--- src/dio_pkg.sv ---
// constants, field layout and mode codes for the digital i/o channel block
package dio_pkg;
    localparam int CLK_NS      = 10;
    localparam int TICK_NS     = 100000;
    localparam int TICK_CYC    = TICK_NS / CLK_NS;
    localparam int TICKS_PER_S = 1000000000 / TICK_NS;
    localparam int LOCATE_S    = 30;
    localparam int LOCATE_TICK = LOCATE_S * TICKS_PER_S;
    localparam int GATE_S      = 1;
    localparam int GATE_TICK   = GATE_S * TICKS_PER_S;

    localparam logic [7:0] OFS_CTRL   = 8'h00;
    localparam logic [7:0] OFS_CMD    = 8'h04;
    localparam logic [7:0] OFS_WIDTH  = 8'h08;
    localparam logic [7:0] OFS_TOTAL  = 8'h0C;
    localparam logic [7:0] OFS_DELAY  = 8'h10;
    localparam logic [7:0] OFS_IDLE   = 8'h14;
    localparam logic [7:0] OFS_STATUS = 8'h18;
    localparam logic [7:0] OFS_FREQ   = 8'h1C;
    localparam logic [7:0] OFS_PERIOD = 8'h20;

    // control register fields
    localparam int CTL_IMODE   = 0;
    localparam int CTL_INV     = 2;
    localparam int CTL_OMODE   = 4;
    localparam int CTL_OCMD    = 6;
    localparam int CTL_FS_EN   = 7;
    localparam int CTL_PEER_EN = 8;
    localparam int CTL_CONT    = 9;
    localparam int CTL_HWD_EN  = 10;
    localparam int CTL_PWD_EN  = 11;
    localparam int CTL_W       = 12;
    localparam logic [CTL_W-1:0] CTL_RST = 12'h000;
    // command register bits, write one to act
    localparam int CMD_CLR    = 0;
    localparam int CMD_START  = 1;
    localparam int CMD_STOP   = 2;
    localparam int CMD_LOCATE = 3;
    localparam logic [31:0] WIDTH_RST = 32'h0001_0001;
    localparam logic [15:0] TOTAL_RST = 16'h0001;
    localparam logic [15:0] DELAY_RST = 16'h0001;
    localparam logic [31:0] IDLE_RST  = 32'hFFFF_FFFF;

    typedef enum logic [1:0] {
        IN_PLAIN = 2'h0,
        IN_RISE  = 2'h1,
        IN_FALL  = 2'h2,
        IN_FREQ  = 2'h3
    } in_mode_t;

    typedef enum logic [1:0] {
        OUT_PLAIN = 2'h0,
        OUT_PULSE = 2'h1,
        OUT_DRISE = 2'h2,
        OUT_DFALL = 2'h3
    } out_mode_t;

    typedef enum logic [3:0] {
        ST_IDLE = 4'h1,
        ST_HI   = 4'h2,
        ST_LO   = 4'h4,
        ST_DLY  = 4'h8
    } out_state_t;
endpackage

--- src/dio_in_chan.sv ---
// input channel: inversion, edge latches and frequency gate
`timescale 1ns/100ps
module dio_in_chan #(
    parameter int GATE_TICKS = dio_pkg::GATE_TICK
) (
    input  wire logic             pclk,
    input  wire logic             presetn,
    input  wire logic             din,
    input  wire logic             invert,
    input  wire dio_pkg::in_mode_t mode,
    input  wire logic             clr,
    input  wire logic             tick,
    output logic                  level_r,
    output logic                  latch_r,
    output logic [31:0]           freq_r
);
    logic        din_r;
    logic        prev_r;
    logic [31:0] edge_cnt_r;
    logic [31:0] gate_cnt_r;
    wire         rise     = level_r & ~prev_r;
    wire         fall     = ~level_r & prev_r;
    wire         set_rise = (mode == dio_pkg::IN_RISE) & rise;
    wire         set_fall = (mode == dio_pkg::IN_FALL) & fall;
    wire         set      = set_rise | set_fall;
    wire         gate_end = tick & (gate_cnt_r == 32'(GATE_TICKS - 1));
    wire         fmode    = (mode == dio_pkg::IN_FREQ);

    always_ff @(posedge pclk or negedge presetn)
    begin
        if (!presetn)
        begin
            din_r   <= 1'b0;
            level_r <= 1'b0;
            prev_r  <= 1'b0;
            latch_r <= 1'b0;
        end
        else
        begin
            din_r   <= din;
            level_r <= din_r ^ invert;
            prev_r  <= level_r;
            latch_r <= set | (latch_r & ~clr);
        end
    end

    always_ff @(posedge pclk or negedge presetn)
    begin
        if (!presetn)
        begin
            edge_cnt_r <= 32'h0000_0000;
            gate_cnt_r <= 32'h0000_0000;
            freq_r     <= 32'h0000_0000;
        end
        else if (!fmode)
        begin
            edge_cnt_r <= 32'h0000_0000;
            gate_cnt_r <= 32'h0000_0000;
        end
        else if (gate_end)
        begin
            freq_r     <= edge_cnt_r + 32'(rise);
            edge_cnt_r <= 32'h0000_0000;
            gate_cnt_r <= 32'h0000_0000;
        end
        else
        begin
            edge_cnt_r <= edge_cnt_r + 32'(rise);
            gate_cnt_r <= gate_cnt_r + 32'(tick);
        end
    end

    rise_latch_a: assert property (@(posedge pclk) disable iff (!presetn)
        set_rise |=> latch_r) else $error("rising edge not latched");
    fall_latch_a: assert property (@(posedge pclk) disable iff (!presetn)
        (mode == dio_pkg::IN_FALL && prev_r && !level_r) |=> latch_r)
        else $error("falling edge not latched");
    latch_clear_a: assert property (@(posedge pclk) disable iff (!presetn)
        (latch_r && clr && !set) |=> !latch_r ##1 (latch_r == $past(set)))
        else $error("latch clear or rearm wrong");
    inv_idle_a: assert property (@(posedge pclk) disable iff (!presetn)
        (invert && !din_r) |=> level_r) else $error("inverted idle not high");
endmodule // dio_in_chan

--- src/dio_out_chan.sv ---
// output channel: plain, pulse train and delayed transitions
`timescale 1ns/100ps
module dio_out_chan (
    input  wire logic              pclk,
    input  wire logic              presetn,
    input  wire dio_pkg::out_mode_t mode,
    input  wire logic              cmd,
    input  wire logic              cont,
    input  wire logic              start,
    input  wire logic              stop,
    input  wire logic [15:0]       low_w,
    input  wire logic [15:0]       high_w,
    input  wire logic [15:0]       total,
    input  wire logic [15:0]       delay,
    input  wire logic              tick,
    output logic                   out_r,
    output logic                   busy_r
);
    dio_pkg::out_state_t st_r, st_nxt;
    logic [15:0] cnt_r, cnt_nxt;
    logic [15:0] left_r, left_nxt;
    logic        out_nxt;
    wire         pmode   = (mode == dio_pkg::OUT_PULSE);
    wire         dly_dir = (mode == dio_pkg::OUT_DRISE);
    wire         expire  = tick & (cnt_r <= 16'h0001);

    always_comb
    begin
        st_nxt   = st_r;
        cnt_nxt  = cnt_r;
        left_nxt = left_r;
        out_nxt  = out_r;
        case (st_r)
            dio_pkg::ST_HI, dio_pkg::ST_LO:
            begin
                if (!pmode || stop)
                begin
                    st_nxt  = dio_pkg::ST_IDLE;
                    out_nxt = 1'b0;
                end
                else if (expire && st_r == dio_pkg::ST_HI)
                begin
                    st_nxt  = dio_pkg::ST_LO;
                    cnt_nxt = low_w;
                    out_nxt = 1'b0;
                end
                else if (expire && !cont && left_r <= 16'h0001)
                    st_nxt = dio_pkg::ST_IDLE;
                else if (expire)
                begin
                    st_nxt   = dio_pkg::ST_HI;
                    cnt_nxt  = high_w;
                    left_nxt = left_r - 16'h0001;
                    out_nxt  = 1'b1;
                end
                else
                    cnt_nxt = cnt_r - 16'(tick);
            end
            dio_pkg::ST_DLY:
            begin
                if (pmode || mode == dio_pkg::OUT_PLAIN || cmd != dly_dir)
                    st_nxt = dio_pkg::ST_IDLE;
                else if (expire)
                begin
                    st_nxt  = dio_pkg::ST_IDLE;
                    out_nxt = cmd;
                end
                else
                    cnt_nxt = cnt_r - 16'(tick);
            end
            default:
            begin
                if (pmode)
                begin
                    out_nxt = 1'b0;
                    if (start)
                    begin
                        st_nxt   = dio_pkg::ST_HI;
                        cnt_nxt  = high_w;
                        left_nxt = total;
                        out_nxt  = 1'b1;
                    end
                end
                else if (mode == dio_pkg::OUT_PLAIN)
                    out_nxt = cmd;
                else if (cmd != out_r && cmd == dly_dir)
                begin
                    st_nxt  = dio_pkg::ST_DLY;
                    cnt_nxt = delay;
                end
                else
                    out_nxt = cmd;
            end
        endcase
    end

    always_ff @(posedge pclk or negedge presetn)
    begin
        if (!presetn)
        begin
            st_r   <= dio_pkg::ST_IDLE;
            cnt_r  <= 16'h0000;
            left_r <= 16'h0000;
            out_r  <= 1'b0;
            busy_r <= 1'b0;
        end
        else
        begin
            st_r   <= st_nxt;
            cnt_r  <= cnt_nxt;
            left_r <= left_nxt;
            out_r  <= out_nxt;
            busy_r <= (st_nxt == dio_pkg::ST_HI) | (st_nxt == dio_pkg::ST_LO);
        end
    end

    plain_follow_a: assert property (@(posedge pclk) disable iff (!presetn)
        (mode == dio_pkg::OUT_PLAIN && st_r == dio_pkg::ST_IDLE) |=> out_r == $past(cmd))
        else $error("plain output not following command");
    rise_hold_a: assert property (@(posedge pclk) disable iff (!presetn)
        (st_r == dio_pkg::ST_DLY && mode == dio_pkg::OUT_DRISE) |-> !out_r)
        else $error("delayed rise output went high early");
    fall_hold_a: assert property (@(posedge pclk) disable iff (!presetn)
        (st_r == dio_pkg::ST_DLY && mode == dio_pkg::OUT_DFALL) |-> out_r)
        else $error("delayed fall output went low early");
    pulse_stop_a: assert property (@(posedge pclk) disable iff (!presetn)
        (busy_r && stop) |=> !busy_r && !out_r) else $error("pulse stop ignored");
endmodule // dio_out_chan

--- src/dio_channel.sv ---
// top: apb registers, tick base, watchdogs, locate led and one channel pair
`timescale 1ns/100ps
module dio_channel #(
    parameter int TICK_CYC    = dio_pkg::TICK_CYC,
    parameter int LOCATE_TICK = dio_pkg::LOCATE_TICK,
    parameter int GATE_TICK   = dio_pkg::GATE_TICK
) (
    input  wire logic        pclk,
    input  wire logic        presetn,
    input  wire logic        psel,
    input  wire logic        penable,
    input  wire logic        pwrite,
    input  wire logic [7:0]  paddr,
    input  wire logic [31:0] pwdata,
    output logic [31:0]      prdata,
    output logic             pready,
    output logic             pslverr,
    input  wire logic        din,
    input  wire logic        host_pkt,
    input  wire logic        peer_pkt,
    output logic             dout,
    output logic             led,
    output logic             peer_safe_report
);
    logic [dio_pkg::CTL_W-1:0] ctrl_r;
    logic [31:0] width_r;
    logic [15:0] total_r;
    logic [15:0] delay_r;
    logic [31:0] idle_r;
    logic        clr_r;
    logic        start_r;
    logic        stop_r;
    logic [31:0] tick_cnt_r;
    logic        tick_r;
    logic [15:0] host_cnt_r;
    logic [15:0] peer_cnt_r;
    logic        host_to_r;
    logic        peer_to_r;
    logic [31:0] loc_cnt_r;
    logic        pready_r;
    logic        pslverr_r;
    logic [31:0] prdata_r;
    logic        dout_r;
    logic        led_r;
    logic        peer_rep_r;
    logic        in_level;
    logic        in_latch;
    logic [31:0] in_freq;
    logic        ch_out;
    logic        ch_busy;
    logic [31:0] rdata;
    logic        hit;

    // idle timer: saturating tick count since last packet
    function automatic logic [15:0] idle_step(input logic [15:0] cnt,
                                              input logic pkt,
                                              input logic tk);
        if (pkt)
            idle_step = 16'h0000;
        else if (tk && cnt != 16'hFFFF)
            idle_step = cnt + 16'h0001;
        else
            idle_step = cnt;
    endfunction

    wire        setup    = psel & ~penable;
    wire        access   = psel & penable & ~pready_r;
    wire        done     = psel & penable & pready_r;
    wire        wr       = done & pwrite & hit;
    wire        wr_ctrl  = wr & (paddr == dio_pkg::OFS_CTRL);
    wire        wr_cmd   = wr & (paddr == dio_pkg::OFS_CMD);
    wire        wr_width = wr & (paddr == dio_pkg::OFS_WIDTH);
    wire        wr_total = wr & (paddr == dio_pkg::OFS_TOTAL);
    wire        wr_delay = wr & (paddr == dio_pkg::OFS_DELAY);
    wire        wr_idle  = wr & (paddr == dio_pkg::OFS_IDLE);
    wire [15:0] low_w    = width_r[15:0];
    wire [15:0] high_w   = width_r[31:16];
    wire [16:0] period   = {1'b0, low_w} + {1'b0, high_w};
    // a packet restarts the idle count, so it must also beat the stale expiry of that cycle
    wire        host_exp = ctrl_r[dio_pkg::CTL_HWD_EN] & ~host_pkt & (host_cnt_r > idle_r[15:0]);
    wire        peer_exp = ctrl_r[dio_pkg::CTL_PWD_EN] & ~peer_pkt & (peer_cnt_r > idle_r[31:16]);
    wire        fs_force = ctrl_r[dio_pkg::CTL_FS_EN] & host_to_r;
    wire [7:0]  status   = {led_r, peer_rep_r, peer_to_r, host_to_r,
                            ch_busy, dout_r, in_level, in_latch};
    wire        tick_end = (tick_cnt_r == 32'(TICK_CYC - 1));

    always_comb
    begin
        hit   = 1'b1;
        rdata = 32'h0000_0000;
        if (paddr == dio_pkg::OFS_CTRL)
            rdata = {20'h0_0000, ctrl_r};
        else if (paddr == dio_pkg::OFS_CMD)
            rdata = 32'h0000_0000;
        else if (paddr == dio_pkg::OFS_WIDTH)
            rdata = width_r;
        else if (paddr == dio_pkg::OFS_TOTAL)
            rdata = {16'h0000, total_r};
        else if (paddr == dio_pkg::OFS_DELAY)
            rdata = {16'h0000, delay_r};
        else if (paddr == dio_pkg::OFS_IDLE)
            rdata = idle_r;
        else if (paddr == dio_pkg::OFS_STATUS)
            rdata = {24'h00_0000, status};
        else if (paddr == dio_pkg::OFS_FREQ)
            rdata = in_freq;
        else if (paddr == dio_pkg::OFS_PERIOD)
            rdata = {15'h0000, period};
        else
            hit = 1'b0;
    end

    // apb slave: one wait state, answer registered
    always_ff @(posedge pclk or negedge presetn)
    begin
        if (!presetn)
        begin
            pready_r  <= 1'b0;
            pslverr_r <= 1'b0;
            prdata_r  <= 32'h0000_0000;
        end
        else
        begin
            pready_r  <= access;
            pslverr_r <= access & ~hit;
            prdata_r  <= (access & ~pwrite) ? rdata : 32'h0000_0000;
        end
    end

    always_ff @(posedge pclk or negedge presetn)
    begin
        if (!presetn)
        begin
            ctrl_r  <= dio_pkg::CTL_RST;
            width_r <= dio_pkg::WIDTH_RST;
            total_r <= dio_pkg::TOTAL_RST;
            delay_r <= dio_pkg::DELAY_RST;
            idle_r  <= dio_pkg::IDLE_RST;
        end
        else
        begin
            if (wr_ctrl)
                ctrl_r <= pwdata[dio_pkg::CTL_W-1:0];
            if (wr_width)
                width_r <= pwdata;
            if (wr_total)
                total_r <= pwdata[15:0];
            if (wr_delay)
                delay_r <= pwdata[15:0];
            if (wr_idle)
                idle_r <= pwdata;
        end
    end

    always_ff @(posedge pclk or negedge presetn)
    begin
        if (!presetn)
        begin
            clr_r   <= 1'b0;
            start_r <= 1'b0;
            stop_r  <= 1'b0;
        end
        else
        begin
            clr_r   <= wr_cmd & pwdata[dio_pkg::CMD_CLR];
            start_r <= wr_cmd & pwdata[dio_pkg::CMD_START];
            stop_r  <= wr_cmd & pwdata[dio_pkg::CMD_STOP];
        end
    end

    // 0.1 ms time base
    always_ff @(posedge pclk or negedge presetn)
    begin
        if (!presetn)
        begin
            tick_cnt_r <= 32'h0000_0000;
            tick_r     <= 1'b0;
        end
        else
        begin
            tick_cnt_r <= tick_end ? 32'h0000_0000 : tick_cnt_r + 32'h0000_0001;
            tick_r     <= tick_end;
        end
    end

    // watchdogs: timeout is set on expiry, ended by the next packet
    always_ff @(posedge pclk or negedge presetn)
    begin
        if (!presetn)
        begin
            host_cnt_r <= 16'h0000;
            peer_cnt_r <= 16'h0000;
            host_to_r  <= 1'b0;
            peer_to_r  <= 1'b0;
            peer_rep_r <= 1'b0;
        end
        else
        begin
            host_cnt_r <= idle_step(host_cnt_r, host_pkt, tick_r);
            peer_cnt_r <= idle_step(peer_cnt_r, peer_pkt, tick_r);
            host_to_r  <= host_exp | (host_to_r & ~host_pkt);
            peer_to_r  <= peer_exp | (peer_to_r & ~peer_pkt);
            peer_rep_r <= (peer_exp | (peer_to_r & ~peer_pkt))
                          & ctrl_r[dio_pkg::CTL_PEER_EN];
        end
    end

    // locate timer and pin outputs
    always_ff @(posedge pclk or negedge presetn)
    begin
        if (!presetn)
        begin
            loc_cnt_r <= 32'h0000_0000;
            led_r     <= 1'b0;
            dout_r    <= 1'b0;
        end
        else
        begin
            if (wr_cmd && pwdata[dio_pkg::CMD_LOCATE])
                loc_cnt_r <= 32'(LOCATE_TICK);
            else if (tick_r && loc_cnt_r != 32'h0000_0000)
                loc_cnt_r <= loc_cnt_r - 32'h0000_0001;
            led_r  <= (loc_cnt_r != 32'h0000_0000);
            dout_r <= fs_force | ch_out;
        end
    end

    assign prdata           = prdata_r;
    assign pready           = pready_r;
    assign pslverr          = pslverr_r;
    assign dout             = dout_r;
    assign led              = led_r;
    assign peer_safe_report = peer_rep_r;

    dio_in_chan #(
        .GATE_TICKS (GATE_TICK)
    ) u_in (
        .pclk    (pclk),
        .presetn (presetn),
        .din     (din),
        .invert  (ctrl_r[dio_pkg::CTL_INV]),
        .mode    (dio_pkg::in_mode_t'(ctrl_r[dio_pkg::CTL_IMODE +: 2])),
        .clr     (clr_r),
        .tick    (tick_r),
        .level_r (in_level),
        .latch_r (in_latch),
        .freq_r  (in_freq)
    );

    dio_out_chan u_out (
        .pclk    (pclk),
        .presetn (presetn),
        .mode    (dio_pkg::out_mode_t'(ctrl_r[dio_pkg::CTL_OMODE +: 2])),
        .cmd     (ctrl_r[dio_pkg::CTL_OCMD]),
        .cont    (ctrl_r[dio_pkg::CTL_CONT]),
        .start   (start_r),
        .stop    (stop_r),
        .low_w   (low_w),
        .high_w  (high_w),
        .total   (total_r),
        .delay   (delay_r),
        .tick    (tick_r),
        .out_r   (ch_out),
        .busy_r  (ch_busy)
    );

    fs_high_a: assert property (@(posedge pclk) disable iff (!presetn)
        fs_force |=> dout_r) else $error("fail-safe output not high");
    host_to_a: assert property (@(posedge pclk) disable iff (!presetn)
        (host_exp && !host_to_r) |=> host_to_r) else $error("host watchdog missed");
    host_resume_a: assert property (@(posedge pclk) disable iff (!presetn)
        (host_pkt && !host_exp) |=> !host_to_r ##0 host_cnt_r == 16'h0000)
        else $error("host packet did not end timeout");
    led_on_a: assert property (@(posedge pclk) disable iff (!presetn)
        (wr_cmd && pwdata[dio_pkg::CMD_LOCATE]) |=> ##1 led_r)
        else $error("locate did not light led");
    apb_wait_a: assert property (@(posedge pclk) disable iff (!presetn)
        (setup ##1 (psel && penable)) |-> !pready_r ##1 pready_r)
        else $error("apb answer not after one wait");
    ready_pulse_a: assert property (@(posedge pclk) disable iff (!presetn)
        pready_r |=> !pready_r)
        else $error("apb ready held longer than one cycle");
    slverr_ready_a: assert property (@(posedge pclk) disable iff (!presetn)
        pslverr_r |-> pready_r)
        else $error("apb error without ready");
    rdata_idle_a: assert property (@(posedge pclk) disable iff (!presetn)
        !pready_r |-> prdata_r == 32'h0000_0000)
        else $error("read data not zero outside answer");
    ctrl_hold_a: assert property (@(posedge pclk) disable iff (!presetn)
        !wr_ctrl |=> $stable(ctrl_r))
        else $error("control changed without a write");
    cmd_pulse_a: assert property (@(posedge pclk) disable iff (!presetn)
        (clr_r || start_r || stop_r) |=> !(clr_r || start_r || stop_r))
        else $error("command strobe longer than one cycle");
    peer_report_a: assert property (@(posedge pclk) disable iff (!presetn)
        (peer_exp && ctrl_r[dio_pkg::CTL_PEER_EN]) |=> peer_rep_r)
        else $error("peer timeout not reported");
    peer_quiet_a: assert property (@(posedge pclk) disable iff (!presetn)
        !ctrl_r[dio_pkg::CTL_PEER_EN] |=> !peer_rep_r)
        else $error("peer report while disabled");
    led_off_a: assert property (@(posedge pclk) disable iff (!presetn)
        (loc_cnt_r == 32'h0000_0000) |=> !led_r)
        else $error("locate led on after timer ran out");
endmodule // dio_channel

--- config.mk ---
export PLATFORM = sky130hd
export DESIGN_NAME = dio_channel
export DESIGN_NICKNAME = d
export VERILOG_FILES = /design/src/dio_pkg.sv /design/src/dio_in_chan.sv /design/src/dio_out_chan.sv /design/src/dio_channel.sv
export SDC_FILE = /design/constraint.sdc
export NUM_CORES = 1
export LEC_CHECK = 0
export BUFFER_PORTS_ARGS = -buffer_cell sky130_fd_sc_hd__buf_2
export CORE_MARGIN = 5
export CORE_UTILIZATION = 40
export DETAILED_ROUTE_END_ITERATION = 16
export PLACE_DENSITY_LB_ADDON = 0.2
export RECOVER_POWER = 50
export SLEW_MARGIN = 25
export SYNTH_ARGS = -nofsm -noshare
export SYNTH_HDL_FRONTEND = slang
export SYNTH_SLANG_ARGS = --single-unit
export TNS_END_PERCENT = 1
--- constraint.sdc ---
create_clock -name pclk -period 2.7 [get_ports pclk]
set_input_delay 0.27 -clock pclk [delete_from_list [all_inputs] [get_ports pclk]]
set_output_delay 0.27 -clock pclk [all_outputs]
set_load 0.005 [all_outputs]
==> summary.txt <==
status - finished, violations left
failing checks - capacitance limit, slew limit
highest achievable clock rate - 385.2 MHz
initial drt markers - 1,543
critical path type - flop to flop
post-route worst setup slack - 0.1042 ns
Synth Cell Area - 0.02027 mm²
Worst Hold Launch - pwdata[6]
total die area - 0.05527 mm²
number of instances in the synthesized netlist - 2,120
Met3 Routed Length - 5100 µm
wire length the detailed router placed on met1 - 29,230 µm
number of sinks handled by clock tree synthesis - 385
commonest register cell after synthesis - sky130_fd_sc_hd__dfrtp_1
post-DR vias/cell - 5.605
Post-DP HPWL - 47,460 µm
post-synthesis net count - 2,229
number of placed instances, taps included - 2,883
wire length reported by the detailed router - 63,610 µm
number of nets in the final layout - 2,397
Die Span Y - 235.1 µm
setup skew after layout - 0.02530 ns
fraction of layout cells with a size suffix above 1 - 0.1828
main combinational cell family by area after synthesis - simple AND/OR/NAND/NOR gates
global placer's final weighted congestion - 0.9819
count of antenna-violating nets left after detailed routing - 0
gr ovfl total - 0
Slowest Stage Delay on Critical Path - 0.53 ns
worst min-delay path endpoint - idle_r[6]
Critical R2R Capture - prdata[14]
Post-Synthesis Mean Instance Area - 9.559 µm²
initial core utilization - 0.4039
number of endpoints with negative hold slack in the final report - 0
I/O pin count - 85
top fanout value on the critical path - 3
Syn-to-layout area delta - 18.89%
startpoint types - flop
number of clock buffers inserted by TritonCTS - 45
area share of the largest cell type after synthesis - 0.4297
worst supply voltage drop on vdd - 0.3850 mV
type of the most critical hold path - input port to flop
Leakage - 10.76 nW
input/output buffers - 84
Worst Tran Pin Value - 2.156 ns
startpoint of the worst register-to-register path - width_r[16]
DR DRC count - 0
proportion of register bits with asynchronous set or reset after synthesis - 1.000
global-route wire length before repair - 98,370 µm
Hold Path Stages - 3
power after layout - 13.03 mW
post-synthesis share of cell area spent on full adders, half adders and majority gates - 0.03803
area of placed instances - 0.02213 mm²
maximum number of buffers from clock root to sink - 3
slew margin rel. - -0.4375
top post-synthesis cells by area - sky130_fd_sc_hd__dfrtp_1 (43%), sky130_fd_sc_hd__nor2_1 (5.1%), sky130_fd_sc_hd__dfstp_2 (4.8%), sky130_fd_sc_hd__mux2_2 (4.4%), sky130_fd_sc_hd__nand2_1 (4.0%)
Cell Rows - 82
fin crit period - 2.596 ns
area leader, netlist - sky130_fd_sc_hd__dfrtp_1
post-synthesis simple-gate area fraction - 0.1997
area of the placeable core - 0.05017 mm²
total number of yosys warnings - 0
Pwr Density - 540.8 mW/mm²
routed length on met2 - 27,580 µm
required time reported for the critical path endpoint - 3.18 ns
max-capacitance violation count - 1
number of global-route vias before repair - 16,363
largest net degree at the start of global routing - 72
clk root buf - sky130_fd_sc_hd__clkbuf_16
compound-gate portion of the synthesized area - 0.1263
number of antenna violations at the first check in global routing - 1
total inserted antenna cells - 0
post-CTS clock slew at the launch and capture registers of the worst setup and hold paths - 0.06 ns
sequential fraction of the synthesis area - 0.4777
share of the clock period used by the worst path after layout - 0.9614
count of flip-flops with a built-in enable after synthesis - 0
Synth Area in XOR/XNOR - 0.07304
share of synthesized area spent on multiplexers - 0.05149
global-route usage over all layers - 0.2250
cells on worst reg2reg path - 10
distinct cell type count of the synthesized netlist - 83
wire length per cell - 21.22 µm
worst path cell trace - ha_1 > inv_1 > fa_1 > nor2b_1 > o31a_1 > o21ai_1 > o21ai_1 > a21o_1 > mux2i_1 > a221oi_1
synthesis-stage register bit count - 385
floorplan die width - 235.1 µm
vias post-DR - 16,798
cell with the most instances on the worst path - sky130_fd_sc_hd__o21ai_1
Initial DRT Pass Iterations - 7
final number of setup-violating endpoints - 0
number of max-slew violations in the final report - 69
highest metal layer with signal wires - met5
post-route cell area - 0.02409 mm²
critical path capture point type - flop
deepest level of the CTS H-tree - 2
final std cells w/o fill - 2,997
reg-to-reg setup timing slack - 0.10 ns
arrival time reported for the critical path endpoint - 3.08 ns
worst slack after detailed placement - 0.02534 ns
clock latency of the later-clocked register in the worst-skew pair - 0.59 ns
Slowest cell on crit path - sky130_fd_sc_hd__dfstp_2
CTS tree - done
worst-case hold slack - 0.04472 ns
==> through the flow <==
stage                 util  setup TNS, ns
global route        0.4802      -0.007365
floorplan                -              0
global placement    0.4411              0
CTS                 0.4802              0
finish              0.4802              0
detailed placement  0.4411              0
==> critical path: cells and delay by family, from the launching register on <==
family / cells / cell delay [ns]
adder cells (fa/ha/maj): 2 / 0.59
multiplexers: 1 / 0.08
AO/OA/AOI/OAI: 5 / 1.04
buffers and inverters: 1 / 0.06
flip-flops: 1 / 0.53
AND/OR/NAND/NOR: 1 / 0.17
==> layer usage <==
metal / vias up / global-route usage
li1: 7842 / -
met1: 8305 / 0.3295
met2: 554 / 0.3338
met3: 95 / 0.05687
met4: 2 / 0.06017
met5: - / 0
==> cell usage after synthesis, drive strengths merged, types with 12 or more instances <==
cell and number:
a21oi 118, nand4 47, or3 13, and4 12, nor3 52, inv 68, o21ai 128, clkbuf 75
buf 28, mux2i 12, a222oi 20, o22ai 17, a21o 12, nor2b 13, a221oi 12, and3 25
dfstp 37, ha 60, xor2 88, a31oi 21, nand2b 13, nor4 32, and2 13, nor2 277
xnor2 81, dfrtp 348, nand2 218, mux2 80, nand3 81
==> cell families after synthesis <==
group	count (synthesis)
mux	93
buf+inv	171
xor+xnor	169
compound gates	410
simple gates	831
flops	385
fa+ha+maj	61
==> sequential cells by signal, indices dropped and copies added (netlist names), 4 cells and up <==
| name | cells |
|---|---|
| total_r | 16 |
| ctrl_r | 12 |
| u_in.edge_cnt_r | 32 |
| u_in.freq_r | 32 |
| prdata | 32 |
| u_out.st_r | 4 |
| u_out.left_r | 16 |
| host_cnt_r | 16 |
| peer_cnt_r | 16 |
| idle_r | 32 |
| delay_r | 16 |
| width_r | 32 |
| u_out.cnt_r | 16 |
| tick_cnt_r | 32 |
| u_in.gate_cnt_r | 32 |
| loc_cnt_r | 32 |
==> worst max-delay path by stage <==
stage                              start               to  slack (ns)  cells past startpoint
final                        width_r[16]       prdata[14]        0.10                     10
after global routing       loc_cnt_r[24]    loc_cnt_r[29]      -0.007                      7
after CTS                    width_r[16]       prdata[14]        0.07                     10
after detailed placement     width_r[16]       prdata[14]        0.03                     10
after global placement    u_out.cnt_r[6]  u_out.cnt_r[15]        0.09                      8
after floorplan           u_out.cnt_r[6]  u_out.left_r[4]        0.27                      8
==> what timing repair did <==
action | 4_1_cts | 5_1_grt
hold endpoints to repair | 100 | 0
pin swaps | 0 | 0
hold buffers | 30 | 0
resized for setup | 1 | 9
buffers inserted | 0 | 0
endpoints found under the setup margin | 1 | 10
==> power breakdown <==
| group | internal [mW] | switching, mW | total [mW] |
|---|---|---|---|
| clock | 4.27 | 2.58 | 6.85 |
| sequential | 5.78 | 0.00740 | 5.79 |
| combinational | 0.110 | 0.281 | 0.391 |
==> area by class of cell <==
type | instances | area (µm²)
inverters | 68 | 255.2
clock buffers | 60 | 1262
flip-flops and latches | 385 | 9681
multi-input cells | 1564 | 9972
fillers | 4653 | 26080
well taps | 672 | 840.8
repair buffers | 224 | 1680
clock inverters | 24 | 402.9
==> cell usage in the layout, fill, tap and decap left out, types with 17 or more instances in the layout <==
master / instances
sky130_fd_sc_hd__dlygate4sd3_1: 30
sky130_fd_sc_hd__a21oi_1: 117
sky130_fd_sc_hd__buf_4: 91
sky130_fd_sc_hd__nand2_1: 218
sky130_fd_sc_hd__inv_1: 68
sky130_fd_sc_hd__a31oi_1: 21
sky130_fd_sc_hd__dfstp_2: 37
sky130_fd_sc_hd__nor2_1: 274
sky130_fd_sc_hd__nor3_1: 41
sky130_fd_sc_hd__nand4_1: 46
sky130_fd_sc_hd__clkbuf_16: 45
sky130_fd_sc_hd__dfrtp_1: 348
sky130_fd_sc_hd__a222oi_1: 20
sky130_fd_sc_hd__nor4_1: 24
sky130_fd_sc_hd__o21ai_0: 117
sky130_fd_sc_hd__and3_1: 24
sky130_fd_sc_hd__xnor2_1: 81
sky130_fd_sc_hd__mux2_2: 80
sky130_fd_sc_hd__xor2_1: 88
sky130_fd_sc_hd__nand3_1: 81
sky130_fd_sc_hd__ha_1: 60
sky130_fd_sc_hd__buf_2: 79
sky130_fd_sc_hd__o22ai_1: 17
Power figures use the tool's default switching activity.
